**src/pkg/rvi_params.svh**
```systemverilog
`ifndef RVI_PARAMS_SVH
`define RVI_PARAMS_SVH

// Register indices; byte address is index * 4
`define RVI_IDX_PORT_D_LATCH 6'h00
`define RVI_IDX_PORT_E_LATCH 6'h01
`define RVI_IDX_PORT_F_LATCH 6'h02
`define RVI_IDX_PORT_G_LATCH 6'h03
`define RVI_IDX_PC_HIGH_LATCH 6'h04
`define RVI_IDX_CORE_INT_CONTROL 6'h05
`define RVI_IDX_PERIPH_INT_FLAGS 6'h06
`define RVI_IDX_PERIPH_INT_ENABLES 6'h07
`define RVI_IDX_TIMER_A_COUNT_LOW 6'h08
`define RVI_IDX_TIMER_A_COUNT_HIGH 6'h09
`define RVI_IDX_TIMER_A_CONTROL 6'h0A
`define RVI_IDX_TIMER_B_COUNT 6'h0B
`define RVI_IDX_TIMER_B_CONTROL 6'h0C
`define RVI_IDX_TIMER_B_PERIOD 6'h0D
`define RVI_IDX_CORE_OPTION 6'h0E
`define RVI_IDX_PORT_A_DIRECTION 6'h0F
`define RVI_IDX_PORT_B_DIRECTION 6'h10
`define RVI_IDX_PORT_C_DIRECTION 6'h11
`define RVI_IDX_PORT_D_DIRECTION 6'h12
`define RVI_IDX_PORT_E_DIRECTION 6'h13
`define RVI_IDX_PORT_F_DIRECTION 6'h14
`define RVI_IDX_PORT_G_DIRECTION 6'h15
`define RVI_IDX_SERIAL_PORT_CONTROL 6'h16
`define RVI_IDX_SERIAL_PORT_STATUS 6'h17
`define RVI_IDX_SERIAL_PORT_ADDRESS 6'h18
`define RVI_IDX_CAPCMP_CONTROL 6'h19
`define RVI_IDX_CONVERTER_CONTROL_A 6'h1A
`define RVI_IDX_CONVERTER_CONTROL_B 6'h1B
`define RVI_IDX_POWER_CONTROL_REG 6'h1C
`define RVI_IDX_DISPLAY_SEGMENT_ENABLE 6'h1D
`define RVI_IDX_DISPLAY_FRAME_PRESCALE 6'h1E
`define RVI_IDX_DISPLAY_CONTROL 6'h1F
`define RVI_IDX_RESET_CAUSE 6'h20
`define RVI_IDX_LAST 6'h20

// Implemented-bit masks
`define RVI_MASK_FULL 8'hFF
`define RVI_MASK_PC_HIGH 8'h1F
`define RVI_MASK_SIX 8'h3F
`define RVI_MASK_SEVEN 8'h7F
`define RVI_MASK_CONV_A 8'hFD
`define RVI_MASK_CONV_B 8'h07
`define RVI_MASK_POWER 8'h02
`define RVI_MASK_PRESCALE 8'h0F
`define RVI_MASK_DISPLAY 8'hDF
`define RVI_MASK_NO_CONV 8'hBF

// Reset values and vectors
`define RVI_VAL_ZERO 8'h00
`define RVI_VAL_ONES 8'hFF
`define RVI_GLB_INT_EN_BIT 7
`define RVI_RESET_VECTOR 13'h0000
`define RVI_INT_VECTOR 13'h0004

`endif

```
**src/pkg/rvi_pkg.sv**
```systemverilog
package rvi_pkg;

  typedef logic [7:0] rvi_byte_t;
  typedef rvi_byte_t [31:0] rvi_regs_t;

  typedef enum logic [1:0] {
    KIND_NORM,
    KIND_POR_ONLY,
    KIND_KEEP,
    KIND_FORCE
  } rvi_kind_e;

  typedef enum logic [1:0] {
    CAUSE_NONE,
    CAUSE_POR,
    CAUSE_EXT,
    CAUSE_WAKE
  } rvi_cause_e;

  typedef struct packed {
    rvi_byte_t mask;
    rvi_byte_t value;
    rvi_kind_e kind;
  } rvi_attr_s;

  typedef struct packed {
    logic psel;
    logic penable;
    logic pwrite;
    logic [11:0] paddr;
    logic [31:0] pwdata;
  } rvi_apb_req_s;

  typedef struct packed {
    logic [31:0] prdata;
    logic pready;
    logic pslverr;
  } rvi_apb_rsp_s;

  typedef struct packed {
    logic por;
    logic ext_rst;
    logic wake;
    logic wake_by_int;
    rvi_byte_t core_flags;
    rvi_byte_t periph_flags;
  } rvi_cause_in_s;

  typedef struct packed {
    rvi_regs_t regs;
    rvi_cause_e cause;
    rvi_apb_rsp_s rsp;
    logic pc_load;
    logic [12:0] pc_target;
  } rvi_state_s;

endpackage

```
**src/design/rvi_reset_init.sv**
```systemverilog
`timescale 1ns/1ps
`include "rvi_params.svh"

module rvi_reset_init #(
  parameter bit HAS_CONVERTER = 1'b1
) (
  // Clock and reset
  input wire logic MCLK_IN,
  input wire logic SRST_IN,
  // Reset cause strobes from the reset logic
  input wire rvi_pkg::rvi_cause_in_s CAUSE_IN,
  // APB slave
  input wire rvi_pkg::rvi_apb_req_s APB_REQ_IN,
  output rvi_pkg::rvi_apb_rsp_s APB_RSP_OUT,
  // Register contents and program counter load
  output rvi_pkg::rvi_regs_t REGS_OUT,
  output logic PC_LOAD_OUT,
  output logic [12:0] PC_TARGET_OUT
);

  ////////////////////////////////////////////////////////////////////////
  // Per-register attributes

  function automatic rvi_pkg::rvi_attr_s reg_attr(input logic [5:0] idx);
    rvi_pkg::rvi_attr_s a;
    a.mask = `RVI_MASK_FULL;
    a.value = `RVI_VAL_ZERO;
    a.kind = rvi_pkg::KIND_NORM;
    case (idx)
      `RVI_IDX_PC_HIGH_LATCH: begin
        a.mask = `RVI_MASK_PC_HIGH;
      end
      `RVI_IDX_PERIPH_INT_FLAGS, `RVI_IDX_PERIPH_INT_ENABLES: begin
        // Without the converter its flag and enable bit never set
        a.mask = HAS_CONVERTER ? `RVI_MASK_FULL : `RVI_MASK_NO_CONV;
      end
      `RVI_IDX_TIMER_A_COUNT_LOW, `RVI_IDX_TIMER_A_COUNT_HIGH: begin
        a.kind = rvi_pkg::KIND_KEEP;
      end
      `RVI_IDX_TIMER_A_CONTROL: begin
        a.mask = `RVI_MASK_SIX;
        a.kind = rvi_pkg::KIND_POR_ONLY;
      end
      `RVI_IDX_TIMER_B_CONTROL: begin
        a.mask = `RVI_MASK_SEVEN;
      end
      `RVI_IDX_TIMER_B_PERIOD: begin
        a.value = `RVI_VAL_ONES;
        a.kind = rvi_pkg::KIND_FORCE;
      end
      `RVI_IDX_CORE_OPTION: begin
        a.value = `RVI_VAL_ONES;
      end
      `RVI_IDX_PORT_A_DIRECTION, `RVI_IDX_PORT_C_DIRECTION: begin
        a.mask = `RVI_MASK_SIX;
        a.value = `RVI_VAL_ONES;
      end
      `RVI_IDX_PORT_B_DIRECTION, `RVI_IDX_PORT_D_DIRECTION,
      `RVI_IDX_PORT_E_DIRECTION, `RVI_IDX_PORT_F_DIRECTION,
      `RVI_IDX_PORT_G_DIRECTION: begin
        a.value = `RVI_VAL_ONES;
      end
      `RVI_IDX_CAPCMP_CONTROL: begin
        a.mask = `RVI_MASK_SIX;
      end
      `RVI_IDX_CONVERTER_CONTROL_A: begin
        a.mask = `RVI_MASK_CONV_A;
      end
      `RVI_IDX_CONVERTER_CONTROL_B: begin
        a.mask = `RVI_MASK_CONV_B;
      end
      `RVI_IDX_POWER_CONTROL_REG: begin
        a.mask = `RVI_MASK_POWER;
        a.kind = rvi_pkg::KIND_POR_ONLY;
      end
      `RVI_IDX_DISPLAY_SEGMENT_ENABLE: begin
        a.value = `RVI_VAL_ONES;
      end
      `RVI_IDX_DISPLAY_FRAME_PRESCALE: begin
        a.mask = `RVI_MASK_PRESCALE;
      end
      `RVI_IDX_DISPLAY_CONTROL: begin
        a.mask = `RVI_MASK_DISPLAY;
      end
      default: begin
      end
    endcase
    a.value = a.value & a.mask;
    return a;
  endfunction

  ////////////////////////////////////////////////////////////////////////
  // State and decode

  rvi_pkg::rvi_state_s st_ff;
  rvi_pkg::rvi_state_s nxt_st;

  logic por;
  logic ext;
  logic wake;
  logic any_rst;
  logic acc;
  logic hit;
  logic wr_go;
  logic [5:0] idx;
  logic [31:0] rdata;

  // Block reset behaves as a power-on reset for the registers
  assign por = CAUSE_IN.por || SRST_IN;
  assign ext = CAUSE_IN.ext_rst && !por;
  assign wake = CAUSE_IN.wake && !por && !CAUSE_IN.ext_rst;
  assign any_rst = por || ext || wake;

  assign acc = APB_REQ_IN.psel && APB_REQ_IN.penable;
  assign idx = APB_REQ_IN.paddr[7:2];
  assign hit = (APB_REQ_IN.paddr[11:8] == 4'h0) &&
               (APB_REQ_IN.paddr[1:0] == 2'h0) &&
               (idx <= `RVI_IDX_LAST);
  // A write that meets a cause strobe is dropped: the strobe owns the cycle
  assign wr_go = acc && st_ff.rsp.pready && APB_REQ_IN.pwrite && hit &&
                 (idx != `RVI_IDX_RESET_CAUSE) && !any_rst;

  // Stored values are always masked, so unimplemented bits read zero
  always_comb begin
    rdata = 32'h0000_0000;
    if (hit) begin
      if (idx == `RVI_IDX_RESET_CAUSE) begin
        rdata = {30'h0000_0000, st_ff.cause};
      end else begin
        rdata = {24'h00_0000, st_ff.regs[idx[4:0]]};
      end
    end
  end

  ////////////////////////////////////////////////////////////////////////
  // Next state

  always_comb begin
    rvi_pkg::rvi_attr_s at;
    at = '0;
    nxt_st = st_ff;
    nxt_st.rsp.pready = 1'b0;
    nxt_st.rsp.pslverr = 1'b0;
    nxt_st.pc_load = 1'b0;

    // Answer one cycle into the access phase
    if (acc && !st_ff.rsp.pready) begin
      nxt_st.rsp.pready = 1'b1;
      nxt_st.rsp.prdata = rdata;
      nxt_st.rsp.pslverr = !hit;
    end

    if (wr_go) begin
      at = reg_attr(idx);
      nxt_st.regs[idx[4:0]] = APB_REQ_IN.pwdata[7:0] & at.mask;
    end

    // Values applied at the edge that samples the strobe
    for (int i = 0; i < 32; i++) begin
      at = reg_attr(6'(i));
      case (at.kind)
        rvi_pkg::KIND_NORM: begin
          if (por || ext) begin
            nxt_st.regs[i] = at.value;
          end
        end
        rvi_pkg::KIND_POR_ONLY: begin
          if (por) begin
            nxt_st.regs[i] = at.value;
          end
        end
        rvi_pkg::KIND_FORCE: begin
          if (any_rst) begin
            nxt_st.regs[i] = at.value;
          end
        end
        default: begin
        end
      endcase
    end

    // Lowest bit of the core interrupt control survives external reset
    if (ext) begin
      nxt_st.regs[`RVI_IDX_CORE_INT_CONTROL][0] =
        st_ff.regs[`RVI_IDX_CORE_INT_CONTROL][0];
    end

    // Wake source flags, OR-ed into the held value; wr_go is low on a wake, so no write competes
    if (wake) begin
      nxt_st.regs[`RVI_IDX_CORE_INT_CONTROL] =
        nxt_st.regs[`RVI_IDX_CORE_INT_CONTROL] |
        CAUSE_IN.core_flags;
      at = reg_attr(`RVI_IDX_PERIPH_INT_FLAGS);
      nxt_st.regs[`RVI_IDX_PERIPH_INT_FLAGS] =
        nxt_st.regs[`RVI_IDX_PERIPH_INT_FLAGS] |
        (CAUSE_IN.periph_flags & at.mask);
    end

    // Program counter steering
    if (por || ext) begin
      nxt_st.pc_load = 1'b1;
      nxt_st.pc_target = `RVI_RESET_VECTOR;
    end else if (wake && CAUSE_IN.wake_by_int &&
                 st_ff.regs[`RVI_IDX_CORE_INT_CONTROL]
                   [`RVI_GLB_INT_EN_BIT]) begin
      nxt_st.pc_load = 1'b1;
      nxt_st.pc_target = `RVI_INT_VECTOR;
    end

    if (por) begin
      nxt_st.cause = rvi_pkg::CAUSE_POR;
    end else if (ext) begin
      nxt_st.cause = rvi_pkg::CAUSE_EXT;
    end else if (wake) begin
      nxt_st.cause = rvi_pkg::CAUSE_WAKE;
    end

    // Block reset also defines the bus answer and the undefined counts
    if (SRST_IN) begin
      nxt_st.rsp = '0;
      nxt_st.cause = rvi_pkg::CAUSE_NONE;
      nxt_st.pc_load = 1'b0;
      nxt_st.pc_target = `RVI_RESET_VECTOR;
      nxt_st.regs[`RVI_IDX_TIMER_A_COUNT_LOW] = `RVI_VAL_ZERO;
      nxt_st.regs[`RVI_IDX_TIMER_A_COUNT_HIGH] = `RVI_VAL_ZERO;
    end
  end

  always_ff @(posedge MCLK_IN) begin
    st_ff <= nxt_st;
  end

  assign APB_RSP_OUT = st_ff.rsp;
  assign REGS_OUT = st_ff.regs;
  assign PC_LOAD_OUT = st_ff.pc_load;
  assign PC_TARGET_OUT = st_ff.pc_target;
endmodule

```
**config.mk**
```make
export PLATFORM = sky130hd
export DESIGN_NAME = rvi_reset_init
export DESIGN_NICKNAME = d
export VERILOG_FILES = /design/src/pkg/rvi_pkg.sv /design/src/design/rvi_reset_init.sv
export VERILOG_INCLUDE_DIRS = /design/src /design/src/pkg
export SDC_FILE = /design/constraint.sdc
export NUM_CORES = 1
export LEC_CHECK = 0
export ABC_CLOCK_PERIOD_IN_PS = 3800
export BUFFER_PORTS_ARGS = -buffer_cell sky130_fd_sc_hd__buf_2
export CORE_MARGIN = 8
export CORE_UTILIZATION = 54
export DETAILED_ROUTE_END_ITERATION = 7
export PLACE_DENSITY = 0.82
export SKIP_LAST_GASP = 1
export SYNTH_ARGS = -nofsm -noshare
export SYNTH_HDL_FRONTEND = slang
export SYNTH_SLANG_ARGS = --single-unit
```
**constraint.sdc**
```tcl
create_clock -name MCLK_IN -period 3.8 [get_ports MCLK_IN]
set_input_delay 1.14 -clock MCLK_IN [delete_from_list [all_inputs] [get_ports MCLK_IN]]
set_output_delay 1.14 -clock MCLK_IN [all_outputs]
set_load 0.01 [all_outputs]
```
==> results of run 1 <==
## area by class of cell
| cell class | count | area [sq um] |
|---|---|---|
| Clock buffer | 37 | 795.8 |
| Inverter | 3 | 11.26 |
| Tap cell | 335 | 419.2 |
| Multi-Input combinational cell | 865 | 6108 |
| Fill cell | 2158 | 10610 |
| Antenna cell | 6 | 15.01 |
| Sequential cell | 270 | 5405 |
| Timing Repair Buffer | 378 | 2147 |
| Clock inverter | 14 | 254.0 |
## power groups by stage
| stage | registers, mW | logic [mW] | clock network [mW] |
|---|---|---|---|
| after floorplan | 2.90 | 0.276 | 0 |
| after global placement | 2.90 | 0.415 | 0 |
| after detailed placement | 2.90 | 0.420 | 0 |
| after CTS | 2.84 | 0.422 | 3.15 |
| after global routing | 2.84 | 0.452 | 3.27 |
| final | 2.84 | 0.432 | 3.14 |
## how the worst max path moves through the flow
| stage | slack, ns | cells past startpoint | from | to |
|---|---|---|---|---|
| floorplan | 0.54 | 7 | APB_REQ_IN[34] | APB_RSP_OUT[6] |
| global placement | 0.40 | 7 | CAUSE_IN[18] | REGS_OUT[154] |
| detailed placement | 0.28 | 7 | CAUSE_IN[18] | REGS_OUT[115] |
| CTS | 0.84 | 7 | CAUSE_IN[18] | REGS_OUT[115] |
| global route | 0.68 | 7 | CAUSE_IN[18] | REGS_OUT[115] |
| finish | 0.80 | 7 | CAUSE_IN[18] | REGS_OUT[115] |
## through the flow
stage | util | std cells | setup WS [ns] | hold WS [ns]
floorplan | - | 1540 | 0.5422 | 0.4259
detailed placement | 0.5469 | 1851 | 0.2762 | 0.4379
CTS | 0.5877 | 1902 | 0.8425 | 0.4521
global placement | 0.5469 | 1851 | 0.3984 | 0.4337
finish | 0.5883 | 1908 | 0.7998 | 0.4551
global route | 0.5882 | 1907 | 0.6821 | 0.4664
## synthesized netlist by cell type, drive strengths merged (5+ instances only)
master,count,area (sq um)
nor2,110,412.9
mux2i,112,1121
nor3,8,50.05
mux4,60,1351
nand3,28,150.1
o21ai,6,30.03
clkbuf,81,304.0
nor2b,7,43.79
buf,321,2356
nand4,13,100.1
or2,6,37.54
a22oi,10,75.07
a22o,7,61.31
nand2,210,788.3
and2,10,62.56
and3,30,187.7
nor3b,7,57.55
o211ai,77,578.1
a21oi,70,350.3
dfxtp,270,5405
a31oi,5,31.28
mux2,7,78.83
## critical path, stage by stage
cell	delay (ns)
buf_2	0.17
or4_1	0.71
nor4_4	0.25
buf_4	0.28
nand3_1	0.47
nand2_1	0.24
o211ai_1	0.13
## layer usage
layer  part of all wire  up-vias  track usage
li1                   -     4997            -
met5             0.0017        -            0
met2               0.46      730       0.4707
met1               0.37     5514       0.3485
met3               0.12      149      0.08385
met4              0.048       14       0.1394
## cells by family after synthesis
family                    share of synthesized area
other                                     0.0002672
AOI/OAI and AO/OA                           0.09817
buffers and inverters                        0.1904
DFF                                          0.3852
muxes                                        0.1818
and+or+nand+nor                              0.1436
xor gates and xnor gates                  0.0006243
## registers in the layout, indices dropped and copies added (netlist names)
register       count
PC_LOAD_OUT        1
st_ff              2
APB_RSP_OUT       10
PC_TARGET_OUT      1
REGS_OUT         256
==> results.sh, run 1 <==
export IMPL_critical_register_to_register_path_endpoint="REGS_OUT[82]"
export IMPL_initial_utilization=0.5447
export IMPL_p_seq_frac=0.443
export IMPL_route_vias_total=11400
export IMPL_tightestPinTransition_ns=0.6894
export IMPL_dp_hpwl_um=35310
export IMPL_min_period_ns=3.000
export IMPL_cts_made_buffers=28
export IMPL_antenna_found_initial=13
export IMPL_floorplan_io_pins=373
export IMPL_placeable_core_area_sq_um=25760
export IMPL_ir_worst_vdd_mv=0.3414
export IMPL_finalSetupViolCount=0
export IMPL_dpl_cell_area_sq_um=14090
export IMPL_timing_reg2reg_setup_slack_ns=1.63
export IMPL_cellPowerDensity_nw_per_um2=423.0
export IMPL_share_of_layout_cells_above_drive_strength_1=0.3274
export IMPL_clock_fmax_ghz=0.3333
export IMPL_fin_setup_tns_ns=0
export IMPL_chip_height_um=177.2
export IMPL_fin_total_pwr_mw=6.410
export IMPL_avgRoutedWirePerCell_um=24.81
export IMPL_cts_post_setup_buffers_inserted=0
export IMPL_cts_tree="built"
export IMPL_finalHoldViolations=0
export IMPL_ctsHoldBuffers=0
export IMPL_cts_reportedPaths_clkPinSlew_ns=0.06
export IMPL_reg2reg_depth=6
export IMPL_clock_tree_root_cell="clkbuf_16"
export IMPL_drv_max_cap_violation_count=0
export IMPL_via_count_of_the_first_global_routing_pass=11310
export IMPL_power_net_switching_mw=1.488
export IMPL_outcome="completed"
export IMPL_synth_top_flop_cell="dfxtp_1"
export IMPL_post_synth_cell_area_avg_sq_um=9.324
export IMPL_slew_viol_final=0
export IMPL_critical_path_reg2reg_startpoint="APB_RSP_OUT[1]"
export IMPL_synth_yosys_seq_area_share=0.3852
export IMPL_critPathCaptureType="flip-flop"
export IMPL_layout_worst_path_cycle_share=0.7895
export IMPL_num_rows=59
export IMPL_synth_edf_count=0
export IMPL_post_cts_resized_instances=0
export IMPL_drc=0
export IMPL_detail_route_wirelength_um=47340
export IMPL_vias_per_cell=5.977
export IMPL_grt_overflow=0
export IMPL_hold_path_startpoint="APB_RSP_OUT[8]"
export IMPL_power_static_leakage_nw=7.403
export IMPL_globalplace_congestion=0.9739
export IMPL_clock_power_share=0.489
export IMPL_hold_path_endpoint="APB_RSP_OUT[8]"
export IMPL_drtPass1Iterations=8
export IMPL_synth_distinct_cells=58
export IMPL_die_width_um=177.2
export IMPL_timing_critical_path_fanout_max=16
export IMPL_skew_ns=0.01643
export IMPL_synth_yosys_warnings=0
export IMPL_clkLatencyLatePin_ns=0.56
export IMPL_postSynthCellCount=1505
export IMPL_comb_power_share=0.067
export IMPL_synthesis_area_sq_um=14030
export IMPL_tritoncts_num_sinks=270
export IMPL_floorplan_die_area_sq_um=31400
export IMPL_synth_seq_cells=270
export IMPL_most_common_library_cell_in_the_layout_ignoring_fill_and_taps="buf_2"
export IMPL_critPathRequiredTime_ns=4.20
export IMPL_crit_arrival_ns=3.40
export IMPL_clk_path_buf_depth=3
export IMPL_max_slew_margin_rel=0.5393
export IMPL_grt_setup_unrepaired="false"
export IMPL_start_to_end_type_of_the_worst_setup_path="in2reg"
export IMPL_synthToLayoutAreaGrowth_pct=8.007
export IMPL_asyncSetResetFlopFracSynth=0
export IMPL_min_path_type="reg2reg"
export IMPL_internal_power_mw=4.923
export IMPL_hold_path_cell_count=1
export IMPL_grt_first_pass_wirelength_um=69950
export IMPL_timing_critical_path_from_type="input pin"
export IMPL_design_area_sq_um=15160
export IMPL_most_common_layout_cells="311 x buf_2, 270 x dfxtp_1, 210 x nand2_1"
export IMPL_grt_max_degree=52
export IMPL_postRouteAntennaNets=0
export IMPL_finalNetCount=1615
export IMPL_htree_num_levels=1
export IMPL_power_share_switching=0.2321
export IMPL_globalRouteTotalUtil=0.2900
export IMPL_detailed_route_iter0_violations=1147
export IMPL_placement_io_buffers=312
Power figures use the tool's default switching activity.
==> run 2: changes to the inputs <==
--- a/config.mk
+++ b/config.mk
@@ -6,12 +6,12 @@
 export SDC_FILE = /design/constraint.sdc
 export NUM_CORES = 1
 export LEC_CHECK = 0
-export ABC_CLOCK_PERIOD_IN_PS = 3800
+export ABC_CLOCK_PERIOD_IN_PS = 2600
 export BUFFER_PORTS_ARGS = -buffer_cell sky130_fd_sc_hd__buf_2
 export CORE_MARGIN = 8
-export CORE_UTILIZATION = 54
+export CORE_UTILIZATION = 48
 export DETAILED_ROUTE_END_ITERATION = 7
-export PLACE_DENSITY = 0.82
+export PLACE_DENSITY = 0.77
 export SKIP_LAST_GASP = 1
 export SYNTH_ARGS = -nofsm -noshare
 export SYNTH_HDL_FRONTEND = slang
==> constraint.sdc (replaced) <==
create_clock -name MCLK_IN -period 2.6 [get_ports MCLK_IN]
set_input_delay 0.78 -clock MCLK_IN [delete_from_list [all_inputs] [get_ports MCLK_IN]]
set_output_delay 0.78 -clock MCLK_IN [all_outputs]
set_load 0.01 [all_outputs]
==> run 2 against run 1 <==
Effect of this change: sequential share of layout area fell by 2.1 points; critical endpoint is now REGS_OUT[113]; hold slack got worse by 0.0060 ns; highest routed layer unchanged; largest cell class unchanged; worst setup slack got worse by 0.53 ns; via count rose by 0.39%; largest power group unchanged.
==> results.sh, run 2 (synthesis gave the netlist of run 1 again) <==
export IMPL_outcome="completed"
export IMPL_drtPass1Iterations=5
export IMPL_timing_critical_path_from_type="input pin"
export IMPL_hold_path_startpoint="APB_RSP_OUT[6]"
export IMPL_crit_path_start="APB_REQ_IN[34]"
export IMPL_reg2reg_depth=6
export IMPL_floorplan_die_area_sq_um=34960
export IMPL_timing_critical_path_fanout_max=20
export IMPL_avgRoutedWirePerCell_um=23.83
export IMPL_synthToLayoutAreaGrowth_pct=14.75
export IMPL_via_count_of_the_first_global_routing_pass=11460
export IMPL_placeable_core_area_sq_um=28780
export IMPL_hold_path_cell_count=1
export IMPL_tritoncts_num_sinks=270
export IMPL_initial_utilization=0.4876
export IMPL_htree_num_levels=1
export IMPL_chip_height_um=187.0
export IMPL_cts_reportedPaths_clkPinSlew_ns=0.06
export IMPL_postRouteAntennaNets=0
export IMPL_drv_max_cap_violation_count=0
export IMPL_cellPowerDensity_nw_per_um2=570.5
export IMPL_min_path_type="reg2reg"
export IMPL_crit_arrival_ns=2.75
export IMPL_cts_made_buffers=29
export IMPL_most_common_layout_cells="311 x buf_2, 270 x dfxtp_1, 210 x nand2_1"
export IMPL_layout_worst_path_cycle_share=0.8957
export IMPL_layoutNonFillerInstCount=2036
export IMPL_grt_overflow=0
export IMPL_skew_ns=0.01408
export IMPL_route_vias_total=11450
export IMPL_num_rows=62
export IMPL_critical_path_reg2reg_startpoint="REGS_OUT[62]"
export IMPL_die_width_um=187.0
export IMPL_ctsHoldBuffers=0
export IMPL_power_static_leakage_nw=7.881
export IMPL_clk_path_buf_depth=3
export IMPL_dp_hpwl_um=36980
export IMPL_share_of_layout_cells_above_drive_strength_1=0.3625
export IMPL_largest_reg_flops=256
export IMPL_post_cts_resized_instances=0
export IMPL_start_to_end_type_of_the_worst_setup_path="in2reg"
export IMPL_critPathCaptureType="flip-flop"
export IMPL_cts_tree="built"
export IMPL_antenna_found_initial=11
export IMPL_finalSetupViolCount=0
export IMPL_grt_first_pass_wirelength_um=72460
export IMPL_cts_post_setup_buffers_inserted=0
export IMPL_ir_worst_vdd_mv=0.4459
export IMPL_clock_fmax_ghz=0.4294
export IMPL_finalNetCount=1694
export IMPL_critPathRequiredTime_ns=3.02
export IMPL_clkLatencyLatePin_ns=0.57
export IMPL_globalplace_congestion=0.9720
export IMPL_globalRouteTotalUtil=0.2648
export IMPL_placed_cells_incl_taps=1978
export IMPL_floorplan_io_pins=373
export IMPL_fill_cells=2502
export IMPL_fin_setup_tns_ns=0
export IMPL_placement_io_buffers=312
export IMPL_tightestPinTransition_ns=0.6142
export IMPL_max_slew_margin_rel=0.5890
export IMPL_slew_viol_final=0
export IMPL_grt_setup_unrepaired="false"
export IMPL_clock_tree_root_cell="clkbuf_16"
export IMPL_finalHoldViolations=0
export IMPL_detail_route_wirelength_um=48510
export IMPL_most_common_library_cell_in_the_layout_ignoring_fill_and_taps="buf_2"
export IMPL_min_period_ns=2.329
export IMPL_finish_utilization=0.5595
export IMPL_drc=0
export IMPL_vias_per_cell=5.623
export IMPL_grt_max_degree=78
export IMPL_area_taken_by_flip_flops_and_latches_sq_um=5405
export IMPL_multiInputGateArea_sq_um=6151
export IMPL_detailed_route_iter0_violations=1009
==> run 2: changes by cell type in the layout (fill, tap and decap cells not counted), sizes merged <==
cell and delta:
clkinv -2, buf +78, clkinvlp +1, clkbuf +6, diode -1, inv +1
bufinv -4
==> run 2: area by class of cell <==
type / count / share of cell area
Sequential cell: 270 / 0.3357
Timing Repair Buffer: 456 / 0.1891
Clock inverter: 10 / 0.009169
Multi-Input combinational cell: 865 / 0.3820
Clock buffer: 43 / 0.05268
Tap cell: 384 / 0.02984
Antenna cell: 5 / 0.0007771
Inverter: 3 / 0.0006994
==> run 2: final timing paths <==
kind	end	slack (ns)
max	REGS_OUT[113]	0.27
min	APB_RSP_OUT[6]	0.45
max reg2reg	APB_RSP_OUT[8]	0.69
min reg2reg	APB_RSP_OUT[6]	0.45
==> run 2: report_power, final <==
part	switching (mW)	total, mW	internal (mW)
sequential	0.00741	4.15	4.15
combinational	0.449	0.726	0.277
clock	1.75	4.31	2.56
total	2.20	9.19	6.98
==> run 2: routing by layer <==
metal  vias to the layer above  track usage  routed length [um]
met2                       581       0.4330               22750
met1                      5570       0.3284               19500
li1                       5171            -                   -
met4                        10      0.09774                1931
met3                       116      0.07494                4269
met5                         -            0                  65
==> run 2: worst max-delay path: stages <==
cell and delay [ns]:
buf_4 0.16, buf_12 0.16, buf_12 0.17, buf_4 0.18, nand2b_1 0.17, nor2_1 0.47, buf_4 0.23, nand3_2 0.09
buf_12 0.16, nand2_1 0.07, o211ai_1 0.09
==> run 2: per-stage QoR <==
step	setup slack [ns]	cell area, sq um	total power [mW]	hold WS [ns]
global placement	-0.2023	15090	4.943	0.4341
detailed placement	-0.2396	15090	4.950	0.4381
CTS	0.3447	16090	9.206	0.4519
floorplan	-0.06258	14310	4.651	0.4259
finish	0.2711	16100	9.186	0.4491
global route	0.2301	16100	9.444	0.4659
